==> src/include/fcvr_regs.svh <==
// Register offsets, reset values and widths of the current and voltage bank
// Contract
// RQ1: q-axis current reads as signed 16 bits in two bytes, reset zero.
// RQ2: beta-axis current reads as signed 16 bits in two bytes, reset zero.
// RQ3: Write at beta-current high loads q filter coefficient; resets to ff.
// RQ4: Write at beta-current low loads d filter coefficient; resets to ff.
// RQ5: beta output voltage reads as signed 16 bits in two bytes, reset 0.
// RQ6: d compensation written at beta voltage addresses; added to d output.
// RQ7: Write-only q compensation, reset zero; added to q output, passed on.
// RQ8: d controller output is signed 16 bits, the d compensation sum operand.
// RQ9: q controller output is signed 16 bits, the q compensation sum operand.
// RQ10: Bits 15..8 sit at the lower byte address, bits 7..0 at the next.
`ifndef FCVR_REGS_SVH
`define FCVR_REGS_SVH
`define FCVR_ADDR_W 16
`define FCVR_DATA_W 8
`define FCVR_WORD_W 16
`define FCVR_Q_CURRENT_HIGH 16'h40be
`define FCVR_Q_CURRENT_LOW 16'h40bf
`define FCVR_BETA_CURRENT_HIGH 16'h40c0
`define FCVR_BETA_CURRENT_LOW 16'h40c1
`define FCVR_BETA_VOLTAGE_HIGH 16'h40c2
`define FCVR_BETA_VOLTAGE_LOW 16'h40c3
`define FCVR_Q_VOLTAGE_COMP_HIGH 16'h40c4
`define FCVR_Q_VOLTAGE_COMP_LOW 16'h40c5
`define FCVR_COEFF_RESET 8'hff
`define FCVR_BYTE_RESET 8'h00
`define FCVR_WORD_RESET 16'h0000
`endif

==> src/include/fcvr_pkg.sv <==
// Types shared by the current and voltage register bank
package fcvr_pkg;
  typedef logic [7:0] fcvr_byte_t;
  typedef logic signed [15:0] fcvr_word_t;
  typedef logic [15:0] fcvr_addr_t;
endpackage : fcvr_pkg

==> src/rtl/fcvr_regs.sv <==
// Register bank for q/beta current, beta voltage, filters and compensation
`timescale 1ns/1ps
`include "fcvr_regs.svh"
module fcvr_regs (
  // Clock and reset
  input wire logic REF_CLK,
  input wire logic RST_B,
  // Register port
  input wire fcvr_pkg::fcvr_addr_t ADDR,
  input wire fcvr_pkg::fcvr_byte_t WDATA,
  input wire logic WR,
  input wire logic RD,
  output fcvr_pkg::fcvr_byte_t RDATA,
  // Values from the control engine
  input wire fcvr_pkg::fcvr_word_t Q_AXIS_CURRENT,
  input wire fcvr_pkg::fcvr_word_t BETA_AXIS_CURRENT,
  input wire fcvr_pkg::fcvr_word_t BETA_OUTPUT_VOLTAGE,
  input wire fcvr_pkg::fcvr_word_t D_CONTROLLER_OUTPUT,
  input wire fcvr_pkg::fcvr_word_t Q_CONTROLLER_OUTPUT,
  // Values to the engine and next stage
  output fcvr_pkg::fcvr_byte_t Q_CURRENT_FILTER_COEFF,
  output fcvr_pkg::fcvr_byte_t D_CURRENT_FILTER_COEFF,
  output fcvr_pkg::fcvr_word_t D_VOLTAGE_OUT,
  output fcvr_pkg::fcvr_word_t Q_VOLTAGE_OUT
);
  import fcvr_pkg::*;

  // Upper or lower byte of a word by address parity
  function automatic fcvr_byte_t fcvr_pick(input fcvr_word_t w,
                                           input logic low);
    fcvr_pick = low ? w[7:0] : w[15:8]; // RQ10
  endfunction : fcvr_pick

  // Plain sum wraps; the engine downstream owns any saturation
  function automatic fcvr_word_t fcvr_add(input fcvr_word_t a,
                                          input fcvr_word_t b);
    fcvr_add = fcvr_word_t'(a + b);
  endfunction : fcvr_add

  // Engine values sampled each cycle so reads see a registered copy
  fcvr_word_t iq_r, iq_nxt;
  fcvr_word_t ibet_r, ibet_nxt;
  fcvr_word_t vbet_r, vbet_nxt;
  fcvr_byte_t qcoef_r, qcoef_nxt;
  fcvr_byte_t dcoef_r, dcoef_nxt;
  fcvr_word_t dcomp_r, dcomp_nxt;
  fcvr_word_t qcomp_r, qcomp_nxt;
  fcvr_byte_t rdata_r, rdata_nxt;
  fcvr_word_t dout_r, dout_nxt;
  fcvr_word_t qout_r, qout_nxt;

  always_comb begin
    iq_nxt = Q_AXIS_CURRENT; // RQ1
    ibet_nxt = BETA_AXIS_CURRENT; // RQ2
    vbet_nxt = BETA_OUTPUT_VOLTAGE; // RQ5
    qcoef_nxt = qcoef_r;
    dcoef_nxt = dcoef_r;
    dcomp_nxt = dcomp_r;
    qcomp_nxt = qcomp_r;
    // Shared addresses: writes land in the write-only copy, reads never do
    if (WR) begin
      if (ADDR == `FCVR_BETA_CURRENT_HIGH) begin
        qcoef_nxt = WDATA; // RQ3
      end else if (ADDR == `FCVR_BETA_CURRENT_LOW) begin
        dcoef_nxt = WDATA; // RQ4
      end else if (ADDR == `FCVR_BETA_VOLTAGE_HIGH) begin
        dcomp_nxt = {WDATA, dcomp_r[7:0]}; // RQ6 RQ10
      end else if (ADDR == `FCVR_BETA_VOLTAGE_LOW) begin
        dcomp_nxt = {dcomp_r[15:8], WDATA}; // RQ6 RQ10
      end else if (ADDR == `FCVR_Q_VOLTAGE_COMP_HIGH) begin
        qcomp_nxt = {WDATA, qcomp_r[7:0]}; // RQ7 RQ10
      end else if (ADDR == `FCVR_Q_VOLTAGE_COMP_LOW) begin
        qcomp_nxt = {qcomp_r[15:8], WDATA}; // RQ7 RQ10
      end
    end
  end

  // Read answers one cycle later; unmapped and write-only read as zero
  always_comb begin
    rdata_nxt = `FCVR_BYTE_RESET;
    if (RD) begin
      if (ADDR == `FCVR_Q_CURRENT_HIGH || ADDR == `FCVR_Q_CURRENT_LOW) begin
        rdata_nxt = fcvr_pick(iq_r, ADDR[0]); // RQ1
      end else if (ADDR == `FCVR_BETA_CURRENT_HIGH ||
                   ADDR == `FCVR_BETA_CURRENT_LOW) begin
        rdata_nxt = fcvr_pick(ibet_r, ADDR[0]); // RQ2
      end else if (ADDR == `FCVR_BETA_VOLTAGE_HIGH ||
                   ADDR == `FCVR_BETA_VOLTAGE_LOW) begin
        rdata_nxt = fcvr_pick(vbet_r, ADDR[0]); // RQ5
      end
    end
  end

  always_comb begin
    dout_nxt = fcvr_add(D_CONTROLLER_OUTPUT, dcomp_r); // RQ6 RQ8
    qout_nxt = fcvr_add(Q_CONTROLLER_OUTPUT, qcomp_r); // RQ7 RQ9
  end

  always_ff @(posedge REF_CLK or negedge RST_B) begin
    if (!RST_B) begin
      iq_r <= `FCVR_WORD_RESET;
      ibet_r <= `FCVR_WORD_RESET;
      vbet_r <= `FCVR_WORD_RESET;
      qcoef_r <= `FCVR_COEFF_RESET;
      dcoef_r <= `FCVR_COEFF_RESET;
      dcomp_r <= `FCVR_WORD_RESET;
      qcomp_r <= `FCVR_WORD_RESET;
      rdata_r <= `FCVR_BYTE_RESET;
      dout_r <= `FCVR_WORD_RESET;
      qout_r <= `FCVR_WORD_RESET;
    end else begin
      iq_r <= iq_nxt;
      ibet_r <= ibet_nxt;
      vbet_r <= vbet_nxt;
      qcoef_r <= qcoef_nxt;
      dcoef_r <= dcoef_nxt;
      dcomp_r <= dcomp_nxt;
      qcomp_r <= qcomp_nxt;
      rdata_r <= rdata_nxt;
      dout_r <= dout_nxt;
      qout_r <= qout_nxt;
    end
  end

  assign RDATA = rdata_r;
  assign Q_CURRENT_FILTER_COEFF = qcoef_r;
  assign D_CURRENT_FILTER_COEFF = dcoef_r;
  assign D_VOLTAGE_OUT = dout_r;
  assign Q_VOLTAGE_OUT = qout_r;

  property p_iq_read;
    @(posedge REF_CLK) disable iff (!RST_B)
    RD && ADDR == `FCVR_Q_CURRENT_HIGH ##1 1 |->
      RDATA == fcvr_byte_t'($past(Q_AXIS_CURRENT, 2) >>> 8);
  endproperty
  a_iq_read: assert property (p_iq_read) // RQ1
    else $error("q current high byte wrong");

  property p_ibet_read;
    @(posedge REF_CLK) disable iff (!RST_B)
    RD && ADDR == `FCVR_BETA_CURRENT_LOW |=>
      RDATA == $past(ibet_r[7:0]);
  endproperty
  a_ibet_read: assert property (p_ibet_read) // RQ2
    else $error("beta current low byte wrong");

  property p_qcoef;
    @(posedge REF_CLK) disable iff (!RST_B)
    WR && ADDR == `FCVR_BETA_CURRENT_HIGH |=>
      Q_CURRENT_FILTER_COEFF == $past(WDATA) ##1 1;
  endproperty
  a_qcoef: assert property (p_qcoef) // RQ3
    else $error("q filter coefficient not loaded");

  property p_dcoef;
    @(posedge REF_CLK) disable iff (!RST_B)
    WR && ADDR == `FCVR_BETA_CURRENT_LOW |=>
      D_CURRENT_FILTER_COEFF == $past(WDATA);
  endproperty
  a_dcoef: assert property (p_dcoef) // RQ4
    else $error("d filter coefficient not loaded");

  property p_vbet_read;
    @(posedge REF_CLK) disable iff (!RST_B)
    RD && ADDR == `FCVR_BETA_VOLTAGE_HIGH |=>
      RDATA == $past(vbet_r[15:8]);
  endproperty
  a_vbet_read: assert property (p_vbet_read) // RQ5
    else $error("beta voltage high byte wrong");

  property p_dsum;
    @(posedge REF_CLK) disable iff (!RST_B)
    !WR ##1 1 |=> D_VOLTAGE_OUT ==
      fcvr_word_t'($past(D_CONTROLLER_OUTPUT) + $past(dcomp_r));
  endproperty
  a_dsum: assert property (p_dsum) // RQ6
    else $error("d output sum wrong");

  property p_qsum;
    @(posedge REF_CLK) disable iff (!RST_B)
    1 |=> Q_VOLTAGE_OUT ==
      fcvr_word_t'($past(Q_CONTROLLER_OUTPUT) + $past(qcomp_r));
  endproperty
  a_qsum: assert property (p_qsum) // RQ7
    else $error("q output sum wrong");

  property p_dout_zero_comp;
    @(posedge REF_CLK) disable iff (!RST_B)
    dcomp_r == `FCVR_WORD_RESET |=>
      D_VOLTAGE_OUT == $past(D_CONTROLLER_OUTPUT);
  endproperty
  a_dout_zero_comp: assert property (p_dout_zero_comp) // RQ8
    else $error("d output not passed through");

  property p_qcomp_order;
    @(posedge REF_CLK) disable iff (!RST_B)
    WR && ADDR == `FCVR_Q_VOLTAGE_COMP_HIGH |=>
      qcomp_r[15:8] == $past(WDATA) && qcomp_r[7:0] == $past(qcomp_r[7:0]);
  endproperty
  a_qcomp_order: assert property (p_qcomp_order) // RQ10
    else $error("q compensation byte order wrong");

  property p_wo_read_zero;
    @(posedge REF_CLK) disable iff (!RST_B)
    RD && ADDR == `FCVR_Q_VOLTAGE_COMP_LOW |=> RDATA == `FCVR_BYTE_RESET;
  endproperty
  a_wo_read_zero: assert property (p_wo_read_zero) // RQ7
    else $error("write-only register read nonzero");

  // Read data stand for exactly one cycle and are zero otherwise
  property p_rdata_idle;
    @(posedge REF_CLK) disable iff (!RST_B)
    !RD |=> RDATA == `FCVR_BYTE_RESET;
  endproperty
  a_rdata_idle: assert property (p_rdata_idle) // RQ10
    else $error("read data outside read cycle");

  property p_iq_low;
    @(posedge REF_CLK) disable iff (!RST_B)
    RD && ADDR == `FCVR_Q_CURRENT_LOW |=> RDATA == $past(iq_r[7:0]);
  endproperty
  a_iq_low: assert property (p_iq_low) // RQ1
    else $error("q current low byte wrong");

  property p_ibet_high;
    @(posedge REF_CLK) disable iff (!RST_B)
    RD && ADDR == `FCVR_BETA_CURRENT_HIGH |=> RDATA == $past(ibet_r[15:8]);
  endproperty
  a_ibet_high: assert property (p_ibet_high) // RQ2
    else $error("beta current high byte wrong");

  property p_vbet_low;
    @(posedge REF_CLK) disable iff (!RST_B)
    RD && ADDR == `FCVR_BETA_VOLTAGE_LOW |=> RDATA == $past(vbet_r[7:0]);
  endproperty
  a_vbet_low: assert property (p_vbet_low) // RQ5
    else $error("beta voltage low byte wrong");

  // Snapshots follow the engine with one register of delay
  property p_iq_track;
    @(posedge REF_CLK) disable iff (!RST_B)
    1 |=> iq_r == $past(Q_AXIS_CURRENT);
  endproperty
  a_iq_track: assert property (p_iq_track) // RQ1
    else $error("q current snapshot stale");

  property p_ibet_track;
    @(posedge REF_CLK) disable iff (!RST_B)
    1 |=> ibet_r == $past(BETA_AXIS_CURRENT);
  endproperty
  a_ibet_track: assert property (p_ibet_track) // RQ2
    else $error("beta current snapshot stale");

  property p_vbet_track;
    @(posedge REF_CLK) disable iff (!RST_B)
    1 |=> vbet_r == $past(BETA_OUTPUT_VOLTAGE);
  endproperty
  a_vbet_track: assert property (p_vbet_track) // RQ5
    else $error("beta voltage snapshot stale");

  property p_qcoef_hold;
    @(posedge REF_CLK) disable iff (!RST_B)
    !(WR && ADDR == `FCVR_BETA_CURRENT_HIGH) |=>
      $stable(Q_CURRENT_FILTER_COEFF);
  endproperty
  a_qcoef_hold: assert property (p_qcoef_hold) // RQ3
    else $error("q filter coefficient changed unasked");

  property p_dcoef_hold;
    @(posedge REF_CLK) disable iff (!RST_B)
    !(WR && ADDR == `FCVR_BETA_CURRENT_LOW) |=>
      $stable(D_CURRENT_FILTER_COEFF);
  endproperty
  a_dcoef_hold: assert property (p_dcoef_hold) // RQ4
    else $error("d filter coefficient changed unasked");

  // Each byte write lands at once; no pairing latch between halves
  property p_dcomp_high;
    @(posedge REF_CLK) disable iff (!RST_B)
    WR && ADDR == `FCVR_BETA_VOLTAGE_HIGH |=>
      dcomp_r[15:8] == $past(WDATA) && dcomp_r[7:0] == $past(dcomp_r[7:0]);
  endproperty
  a_dcomp_high: assert property (p_dcomp_high) // RQ6
    else $error("d compensation high byte not loaded");

  property p_dcomp_low;
    @(posedge REF_CLK) disable iff (!RST_B)
    WR && ADDR == `FCVR_BETA_VOLTAGE_LOW |=>
      dcomp_r[7:0] == $past(WDATA) && dcomp_r[15:8] == $past(dcomp_r[15:8]);
  endproperty
  a_dcomp_low: assert property (p_dcomp_low) // RQ6
    else $error("d compensation low byte not loaded");

  property p_qcomp_low;
    @(posedge REF_CLK) disable iff (!RST_B)
    WR && ADDR == `FCVR_Q_VOLTAGE_COMP_LOW |=>
      qcomp_r[7:0] == $past(WDATA) && qcomp_r[15:8] == $past(qcomp_r[15:8]);
  endproperty
  a_qcomp_low: assert property (p_qcomp_low) // RQ7
    else $error("q compensation low byte not loaded");

  property p_dcomp_hold;
    @(posedge REF_CLK) disable iff (!RST_B)
    !(WR && (ADDR == `FCVR_BETA_VOLTAGE_HIGH ||
             ADDR == `FCVR_BETA_VOLTAGE_LOW)) |=> $stable(dcomp_r);
  endproperty
  a_dcomp_hold: assert property (p_dcomp_hold) // RQ6
    else $error("d compensation changed unasked");

  property p_qcomp_hold;
    @(posedge REF_CLK) disable iff (!RST_B)
    !(WR && (ADDR == `FCVR_Q_VOLTAGE_COMP_HIGH ||
             ADDR == `FCVR_Q_VOLTAGE_COMP_LOW)) |=> $stable(qcomp_r);
  endproperty
  a_qcomp_hold: assert property (p_qcomp_hold) // RQ7
    else $error("q compensation changed unasked");

  property p_qout_zero_comp;
    @(posedge REF_CLK) disable iff (!RST_B)
    qcomp_r == `FCVR_WORD_RESET |=>
      Q_VOLTAGE_OUT == $past(Q_CONTROLLER_OUTPUT);
  endproperty
  a_qout_zero_comp: assert property (p_qout_zero_comp) // RQ9
    else $error("q output not passed through");

  // A read at a shared address must never disturb its write-only twin
  property p_shared_read;
    @(posedge REF_CLK) disable iff (!RST_B)
    RD && !WR && ADDR == `FCVR_BETA_CURRENT_HIGH |=>
      $stable(Q_CURRENT_FILTER_COEFF);
  endproperty
  a_shared_read: assert property (p_shared_read) // RQ3
    else $error("read at shared address changed coefficient");

  // Writes to a readout are dropped; nothing writable moves
  property p_ro_write;
    @(posedge REF_CLK) disable iff (!RST_B)
    WR && ADDR == `FCVR_Q_CURRENT_HIGH |=>
      $stable(qcoef_r) && $stable(dcoef_r) &&
      $stable(dcomp_r) && $stable(qcomp_r);
  endproperty
  a_ro_write: assert property (p_ro_write) // RQ1
    else $error("write to readout changed a register");

  property p_unmapped_read;
    @(posedge REF_CLK) disable iff (!RST_B)
    RD && ADDR < `FCVR_Q_CURRENT_HIGH |=> RDATA == `FCVR_BYTE_RESET;
  endproperty
  a_unmapped_read: assert property (p_unmapped_read) // RQ10
    else $error("unmapped read nonzero");
endmodule : fcvr_regs
==> config.mk <==
export PLATFORM = sky130hd
export DESIGN_NAME = fcvr_regs
export DESIGN_NICKNAME = d
export VERILOG_FILES = /design/src/include/fcvr_pkg.sv /design/src/rtl/fcvr_regs.sv
export VERILOG_INCLUDE_DIRS = /design/src /design/src/include
export SDC_FILE = /design/constraint.sdc
export NUM_CORES = 1
export LEC_CHECK = 0
export BUFFER_PORTS_ARGS = -buffer_cell sky130_fd_sc_hd__buf_2
export CAP_MARGIN = 40
export CORE_AREA = 2 2 107 109
export DETAILED_ROUTE_END_ITERATION = 7
export DIE_AREA = 0 0 109 111
export PLACE_DENSITY = 0.82
export SKIP_LAST_GASP = 1
export SLEW_MARGIN = 25
export SYNTH_ARGS = -nofsm -noshare
export SYNTH_HDL_FRONTEND = slang
export SYNTH_SLANG_ARGS = --single-unit
==> constraint.sdc <==
create_clock -name REF_CLK -period 3.3 [get_ports REF_CLK]
set_input_delay 0.33 -clock REF_CLK [delete_from_list [all_inputs] [get_ports REF_CLK]]
set_output_delay 0.33 -clock REF_CLK [all_outputs]
set_load 0.005 [all_outputs]
---- Word level (Yosys, flattened, before mapping) ----
Cells that the tools add are included.
cells by class
  bitwise logic cells ..................... 5
  equality and inequality tests ........... 8
  reductions and logical operators ........ 9
  add/subtract/negate cells ............... 2
  muxes and demuxes ....................... 11
operators by type and width
  cell                    count
  $eq A16 B15 Y1 const B  8
  $mux W8                 9
  $add A16 B16 Y16        2
  $mux W16                2
  $reduce_and A7 Y1       1
  $reduce_and A6 Y1       1
  $not A1 Y1              5
  $reduce_and A5 Y1       1
  $reduce_and A4 Y1       1
  $logic_or A1 B1 Y1      3
  $reduce_and A3 Y1       1
  $reduce_and A2 Y1       1
storage, ports and cells
  word-level logic and storage cells ...... 47
  bits of input ports ..................... 108
  bits in registers ....................... 136
  output and inout bits ................... 56

---- Longest topological paths before layout ----
Gate-level depths: netlist of the first run.
  word-level depth ........................ 6
  depth in mapped cells ................... 8
  depth with buffers taken out ............ 8

---- Least setup slack after synthesis of the first run ----
No wires, ideal clock.
  path kind ............................... input to register
  start ................................... in ADDR[9]
  end ..................................... reg dcoef_r[0] (netlist: D_CURRENT_FILTER_COEFF[0])
  arrival ................................. 2223 ps
  required time ........................... 3218 ps
  slack ................................... 995 ps
  library setup time ...................... 82 ps
  path buffers ............................ 0
  stages .................................. 5
  path through ............................ or4_4 -> nor4_1 -> nand4b_1 -> nor3b_2 -> mux2_2
between the ends
  cells in the longest elaborated chain, start to end .. 3
  elaborated cells on any way between the ends .. 4
  classes of those cells .................. eq/ne: 2; bitwise: 1; reduce/logical: 1
RTL lines
  element                          RTL line          text
  start: declaration               fcvr_regs.sv:9    input wire fcvr_pkg::fcvr_addr_t ADDR,
  $eq A16 B15 Y1 (no line)         -
  $not A1 Y1 (no line)             -
  $reduce_and A3 Y1 (no line) (*)  -
  end signal: assignment           fcvr_regs.sv:105  dcoef_r <= `FCVR_COEFF_RESET;
  end signal: assignment           fcvr_regs.sv:116  dcoef_r <= dcoef_nxt;
  end: declaration                 fcvr_regs.sv:45   fcvr_byte_t dcoef_r, dcoef_nxt;
Every way passes the cells marked *; elsewhere a longest branch is shown, timed or not.
A chain may end at the register's enable or synchronous reset.

---- Final worst setup path of the first run ----
  start ................................... reg dcomp_r[0]
  end ..................................... reg dout_r[14] (netlist: D_VOLTAGE_OUT[14])
between the ends
  cells in the longest elaborated chain, start to end .. 1
RTL lines
  element                   RTL line          text
  start: declaration        fcvr_regs.sv:46   fcvr_word_t dcomp_r, dcomp_nxt;
  start signal: assignment  fcvr_regs.sv:106  dcomp_r <= `FCVR_WORD_RESET;
  start signal: assignment  fcvr_regs.sv:117  dcomp_r <= dcomp_nxt;
  $add A16 B16 Y16          fcvr_regs.sv:37   fcvr_add = fcvr_word_t'(a + b);
  via dout_nxt[14]          fcvr_regs.sv:49   fcvr_word_t dout_r, dout_nxt;
  end signal: assignment    fcvr_regs.sv:109  dout_r <= `FCVR_WORD_RESET;
  end signal: assignment    fcvr_regs.sv:120  dout_r <= dout_nxt;
  end: declaration          fcvr_regs.sv:49
The timed path passes the listed nets, and every way through them passes these cells.

==> results of run 1 <==
through the flow:
step                hold slack [ns]  instances
floorplan                    0.0344        466
finish                       0.0147        800
CTS                         0.00544        797
global route                0.00432        800
detailed placement            0.439        765
global placement              0.434        765
cells by family after synthesis:
| logic type | share of synthesized area [%] |
|---|---|
| compound gates | 11.4 |
| xor+xnor | 3.04 |
| fa+ha+maj | 6.86 |
| buf+inv | 1.32 |
| flops | 56.5 |
| mux | 12.9 |
| simple gates | 7.99 |
synth_stat cells (5+ instances only):
library cell	number
a211oi_1	5
nor3_1	7
o22ai_1	9
dfstp_2	16
o21a_1	13
a21o_1	10
dfrtp_1	120
nor2_1	19
xor2_1	6
nand2_1	17
mux2i_1	24
o21ai_0	14
inv_1	9
xnor2_1	15
o21bai_1	5
a21oi_1	21
ha_1	30
mux2_2	48
cell usage in the layout (no fill, tap or decap), types with 4 or more instances in the layout:
| cell type | synthesis | routed |
|---|---|---|
| nand4b_1 | 4 | 4 |
| xnor2_1 | 15 | 15 |
| o21bai_1 | 5 | 5 |
| clkinvlp_4 | 0 | 5 |
| o211ai_1 | 4 | 4 |
| nor3_1 | 7 | 7 |
| o21ai_0 | 14 | 14 |
| dfstp_2 | 16 | 16 |
| a211oi_1 | 5 | 5 |
| mux2i_1 | 24 | 24 |
| ha_1 | 30 | 30 |
| or2_2 | 4 | 4 |
| a21o_1 | 10 | 10 |
| buf_2 | 4 | 162 |
| o21a_1 | 13 | 13 |
| dfrtp_1 | 120 | 120 |
| inv_1 | 9 | 9 |
| clkbuf_16 | 0 | 17 |
| a211o_1 | 4 | 4 |
| a21oi_1 | 21 | 21 |
| xor2_1 | 6 | 6 |
| mux2_2 | 48 | 48 |
| o22ai_1 | 9 | 9 |
| nand2_1 | 17 | 17 |
| nor2_1 | 19 | 19 |
per-layer routing:
layer | share of wire (%) | GRT usage (%) | wire length, µm
met1 | 39 | 28.2 | 5410
met2 | 52 | 40.2 | 7190
met3 | 6.5 | 5.35 | 897
met4 | 2.7 | 11.1 | 375
met5 | 0 | 0 | 0
power by group:
group | switching, mW | leakage [nW] | internal, mW | total, mW
Clock | 0.721 | 0.262 | 1.06 | 1.78
Combinational | 0.144 | 1.98 | 0.120 | 0.264
Sequential | 0.0134 | 1.65 | 1.72 | 1.73
Total | 0.878 | 3.90 | 2.90 | 3.78
state kept, by name, indices dropped and copies added (netlist names):
register and count:
D_CURRENT_FILTER_COEFF 8, D_VOLTAGE_OUT 16, Q_CURRENT_FILTER_COEFF 8, Q_VOLTAGE_OUT 16
RDATA 8, dcomp_r 16, ibet_r 16, iq_r 16
qcomp_r 16, vbet_r 16
repair_timing:
item / 4_1_cts / 5_1_grt
endpoints found under the hold margin: 0 / 24
gates resized for setup: 0 / 0
hold buffers: 0 / 1
final cells by class:
| class | count | area, µm² | area share (%) |
|---|---|---|---|
| flip-flops and latches | 136 | 3420 | 44.6 |
| multi-input cells | 311 | 2550 | 33.3 |
| repair buffers | 169 | 915 | 11.9 |
| clock buffers | 19 | 443 | 5.77 |
| well taps | 143 | 179 | 2.33 |
| clock inverters | 13 | 121 | 1.58 |
| inverters | 9 | 33.8 | 0.440 |
worst max path at each step:
stage                                     end        from  cells after the start
floorplan           D_CURRENT_FILTER_COEFF[0]     ADDR[9]                      5
global placement    D_CURRENT_FILTER_COEFF[6]     ADDR[9]                      6
detailed placement  D_CURRENT_FILTER_COEFF[1]     ADDR[9]                      6
CTS                         D_VOLTAGE_OUT[14]  dcomp_r[0]                      7
global route                D_VOLTAGE_OUT[14]  dcomp_r[0]                      7
finish                      D_VOLTAGE_OUT[14]  dcomp_r[0]                      7
==> summary.md, run 1 <==
| Metric | Value |
|---|---|
| Status | `completed` |
| Tcrit/Tclk final | `74.1%` |
| CP bufs+invs | `0` |
| Cells on worst reg2reg path | `7` |
| Hold Path Stages | `1` |
| Fmax | `409 MHz` |
| Final Hold Vio Count | `0` |
| Routed WL per cell | `17.3 µm` |
| Final clock skew | `0.00686 ns` |
| Routed Wire Length | `13900 µm` |
| Relative slew slack | `58.7%` |
| Vias | `4455` |
| Worst setup EP type | `flip-flop` |
| CTS Root Cell | `clkbuf_16` |
| H-tree levels | `4` |
| Endpoint of the lowest-slack register-to-register path | `D_VOLTAGE_OUT[14]` |
| Hold Path End | `iq_r[6]` |
| First-pass GRT wire length | `21500 µm` |
| Vias per inst | `5.57` |
| Total power | `3.78 mW` |
| CTS tree | `yes` |
| Worst-Skew Late Latency | `0.42 ns` |
| Num ports | `164` |
| Initial antenna violation count | `0` |
| Setup TNS | `0 ns` |
| IO Port Bufs | `163` |
| Num CTS Buffers | `17` |
| Worst reg-to-reg setup slack | `0.86 ns` |
| DRC Markers | `0` |
| Antenna cells | `0` |
| Post-synth EDFFs | `0` |
| YS warnings | `0` |
| Fill cells | `770` |
| Mapped Cells | `466` |
| Top FF cell, synth | `dfrtp_1` |
| Gpl congestion | `0.931` |
| Layout cells sized above 1 | `41.2%` |
| Area leader, netlist | `dfrtp_1` |
| GRT Total Usage | `23.7%` |
| Critical R2R Launch | `dcomp_r[0]` |
| Syn Nets | `606` |
| P&R area growth vs syn | `26.6%` |
| Register bit total from synthesis | `136` |
| Nets | `784` |
| Cell area after placement | `0.00705 mm²` |
| Clk slew on worst S/H paths | `0.06 ns` |
| Ys async rst share | `100%` |
| Largest net degree at the start of global routing | `88` |
| Crit path time final | `2.44 ns` |
| Post-CTS Setup Repair Bufs | `0` |
| TritonRoute pass-1 iters | `4` |
| Die area | `0.0121 mm²` |
| CP required | `3.60 ns` |
| Endpoints failing setup | `0` |
| Syn_area_per_cell | `13.0 µm²` |
| PnR worst setup slack | `0.856 ns` |
| Die X | `109 µm` |
| Finished Core Util | `69.2%` |
| Main area contributors after synthesis | `dfrtp_1 50%, mux2_2 8.9%, dfstp_2 6.9%` |
| Area of the core | `0.0111 mm²` |
| Area of the mapped netlist | `0.00606 mm²` |
| Final ANT Viol Nets | `0` |
| Number of global-route vias before repair | `4395` |
| Crit-path max cell delay | `0.43 ns` |
| Drt initial violations | `209` |
| Max stage delay cell, worst path | `fa_1` |
| Worst slew pin tran | `0.617 ns` |
| RSZ-0062 raised after global routing | `false` |
| Hold_sp | `Q_AXIS_CURRENT[6]` |
| Largest fanout on the critical path | `4` |
| Worst IR Drop VDD | `0.342 mV` |
| Remaining global-route overflow | `0` |
| PwrDens | `493 mW/mm²` |
| Post-synthesis sequential area ratio | `56.5%` |
| Maximum capacitance violations | `0` |
| Share of the synthesized area in the top cell type | `49.6%` |
| Worst slack, placed | `0.519 ns` |
| DIE HEIGHT | `111 µm` |
| Maximum clock insertion buffer count | `2` |
| Kind of critical path | `flip-flop to flip-flop` |
| Final Max Slew Viols | `0` |
| Yosys cell types | `56` |
| Num rows | `39` |
| Arr. time, crit path | `2.75 ns` |
| Startpoint types | `flip-flop` |
| CTS Sinks | `136` |
| DP HPWL | `10200 µm` |
| Starting Density | `54.7%` |
| Worst Hold Class | `primary input to flip-flop` |
| CP top delay family | `compound AO/OA/AOI/OAI gates` |
| Leak | `3.90 nW` |
| Crit path cell chain | `ha_1, fa_1, a211o_1, o211ai_1, a211oi_1, or2_2, o311ai_0` |
| Design area | `0.00767 mm²` |
Power figures use the tool's default switching activity.
==> inputs of run 2 (changes only) <==
--- a/config.mk
+++ b/config.mk
@@ -8,10 +8,10 @@
 export LEC_CHECK = 0
 export BUFFER_PORTS_ARGS = -buffer_cell sky130_fd_sc_hd__buf_2
 export CAP_MARGIN = 40
-export CORE_AREA = 2 2 107 109
+export CORE_AREA = 2 2 110 112
 export DETAILED_ROUTE_END_ITERATION = 7
-export DIE_AREA = 0 0 109 111
-export PLACE_DENSITY = 0.82
+export DIE_AREA = 0 0 112 114
+export PLACE_DENSITY = 0.78
 export SKIP_LAST_GASP = 1
 export SLEW_MARGIN = 25
 export SYNTH_ARGS = -nofsm -noshare
==> constraint.sdc (replaced) <==
create_clock -name REF_CLK -period 2.3 [get_ports REF_CLK]
set_input_delay 0.23 -clock REF_CLK [delete_from_list [all_inputs] [get_ports REF_CLK]]
set_output_delay 0.23 -clock REF_CLK [all_outputs]
set_load 0.005 [all_outputs]
==> run 2 against run 1 <==
  * Register-to-register slack got worse by 0.76 ns
  * Worst hold slack gained 0.029 ns
  * Design area is 9.0% higher
==> summary.md, run 2 (same netlist as run 1, synthesis figures left out) <==
| Metric | Value |
|---|---|
| Status | `completed` |
| Die X | `112 µm` |
| Startpoint types | `flip-flop` |
| First-pass GRT wire length | `25600 µm` |
| Routed Wire Length | `16400 µm` |
| Largest fanout on the critical path | `3` |
| PnR worst setup slack | `0.0973 ns` |
| DIE HEIGHT | `114 µm` |
| Number of global-route vias before repair | `5086` |
| Antenna cells | `0` |
| Largest net degree at the start of global routing | `54` |
| Num rows | `40` |
| Starting Density | `51.7%` |
| Gpl congestion | `0.914` |
| DRC Markers | `0` |
| CTS Sinks | `136` |
| Vias | `4815` |
| Crit path time final | `2.20 ns` |
| GRT Total Usage | `26.4%` |
| Remaining global-route overflow | `0` |
| DP HPWL | `10600 µm` |
| P&R area growth vs syn | `38.0%` |
| Total power | `5.93 mW` |
| Final Max Slew Viols | `0` |
| Arr. time, crit path | `2.51 ns` |
| IO Port Bufs | `163` |
| Worst-Skew Late Latency | `0.42 ns` |
| Maximum capacitance violations | `0` |
| Max stage delay cell, worst path | `fa_2` |
| Design area | `0.00836 mm²` |
| Leading cell type in the layout, fill and taps excluded | `buf_2` |
| CTS Root Cell | `clkbuf_16` |
| Initial antenna violation count | `0` |
| CP top delay family | `compound AO/OA/AOI/OAI gates` |
| Fmax | `454 MHz` |
| PwrDens | `710 mW/mm²` |
| Finished Core Util | `71.4%` |
| Num ports | `164` |
| Worst Hold Class | `primary input to flip-flop` |
| Endpoints failing setup | `0` |
| H-tree levels | `4` |
| Worst IR Drop VDD | `0.597 mV` |
| Met2 wire len | `8500 µm` |
| Crit path cell chain | `ha_2, fa_2, a211o_1, o211ai_1, a211oi_2, or2_2, o311ai_1` |
| Cell area after placement | `0.00718 mm²` |
| CP required | `2.61 ns` |
| Final clock skew | `0.00657 ns` |
| Final ANT Viol Nets | `0` |
| CTS tree | `yes` |
| WL met1 | `6280 µm` |
| Final Hold Vio Count | `0` |
| Hold_ws | `0.0439 ns` |
| Clk slew on worst S/H paths | `0.06 ns` |
| CP bufs+invs | `0` |
| Die area | `0.0128 mm²` |
| RSZ-0062 raised after global routing | `true` |
| Top layer in use | `met4` |
| Num CTS Buffers | `17` |
| Leak | `4.21 nW` |
| Maximum clock insertion buffer count | `2` |
| Routed WL per cell | `18.9 µm` |
| Nets | `846` |
| Tcrit/Tclk final | `95.8%` |
| TritonRoute pass-1 iters | `5` |
| Crit-path max cell delay | `0.41 ns` |
| Area of the core | `0.0117 mm²` |
| Worst slack, placed | `-0.155 ns` |
| Met3 wire length | `1150 µm` |
| Layout cells sized above 1 | `40.6%` |
| Worst setup EP type | `flip-flop` |
| Relative slew slack | `60.8%` |
| Drt initial violations | `257` |
| Worst slew pin tran | `0.580 ns` |
| Vias per inst | `5.56` |
| Kind of critical path | `flip-flop to flip-flop` |
| Commonest non-fill, non-tap cells in the layout | `162 x buf_2, 120 x dfrtp_1, 49 x dlygate4sd3_1` |
==> run 2: final timing paths <==
kind | slack, ns | endpoint | cells past startpoint | from
max | 0.1 | D_VOLTAGE_OUT[14] | 7 | dcomp_r[0]
min | 0.04 | Q_VOLTAGE_OUT[0] | 2 | Q_CONTROLLER_OUTPUT[0]
min in group asynchronous | 0.34 | Q_VOLTAGE_OUT[9] | 2 | RST_B
max reg2reg | 0.1 | D_VOLTAGE_OUT[14] | 7 | dcomp_r[0]
min reg2reg | 0.50 | Q_VOLTAGE_OUT[0] | 1 | qcomp_r[0]
max in group asynchronous | 1.27 | D_CURRENT_FILTER_COEFF[5] | 3 | RST_B
==> run 2: through the flow <==
| step | std cells | setup TNS [ns] |
|---|---|---|
| after floorplan | 466 | 0 |
| after global placement | 784 | -1.65 |
| after detailed placement | 784 | -4.76 |
| after CTS | 866 | 0 |
| after global routing | 866 | 0 |
| final | 866 | 0 |
==> run 2: metal layers <==
metal / vias up / global-route usage [%]
met3: 34 / 7.28
met5: - / 0
met4: 0 / 11.5
met2: 233 / 47.4
li1: 2205 / -
met1: 2343 / 29.6
==> run 2: final cells by class <==
type | instances | area, µm²
flip-flops and latches | 136 | 3420
fillers | 784 | 3350
multi-input cells | 311 | 2580
repair buffers | 231 | 1480
clock buffers | 17 | 425
clock inverters | 15 | 226
well taps | 147 | 184
inverters | 9 | 33.8
==> run 2: power by group <==
group,leakage [nW],switching [mW],internal [mW]
sequential,1.65,0.0212,2.47
clock,0.309,1.06,1.93
combinational,2.25,0.234,0.224
==> run 2: repair_timing <==
item / 4_1_cts / 5_1_grt
setup buffers: 1 / 0
setup endpoints to repair: 1 / 4
pin swaps: 0 / 4
hold buffers: 49 / 0
gates resized for setup: 2 / 6
hold endpoints to repair: 88 / 0
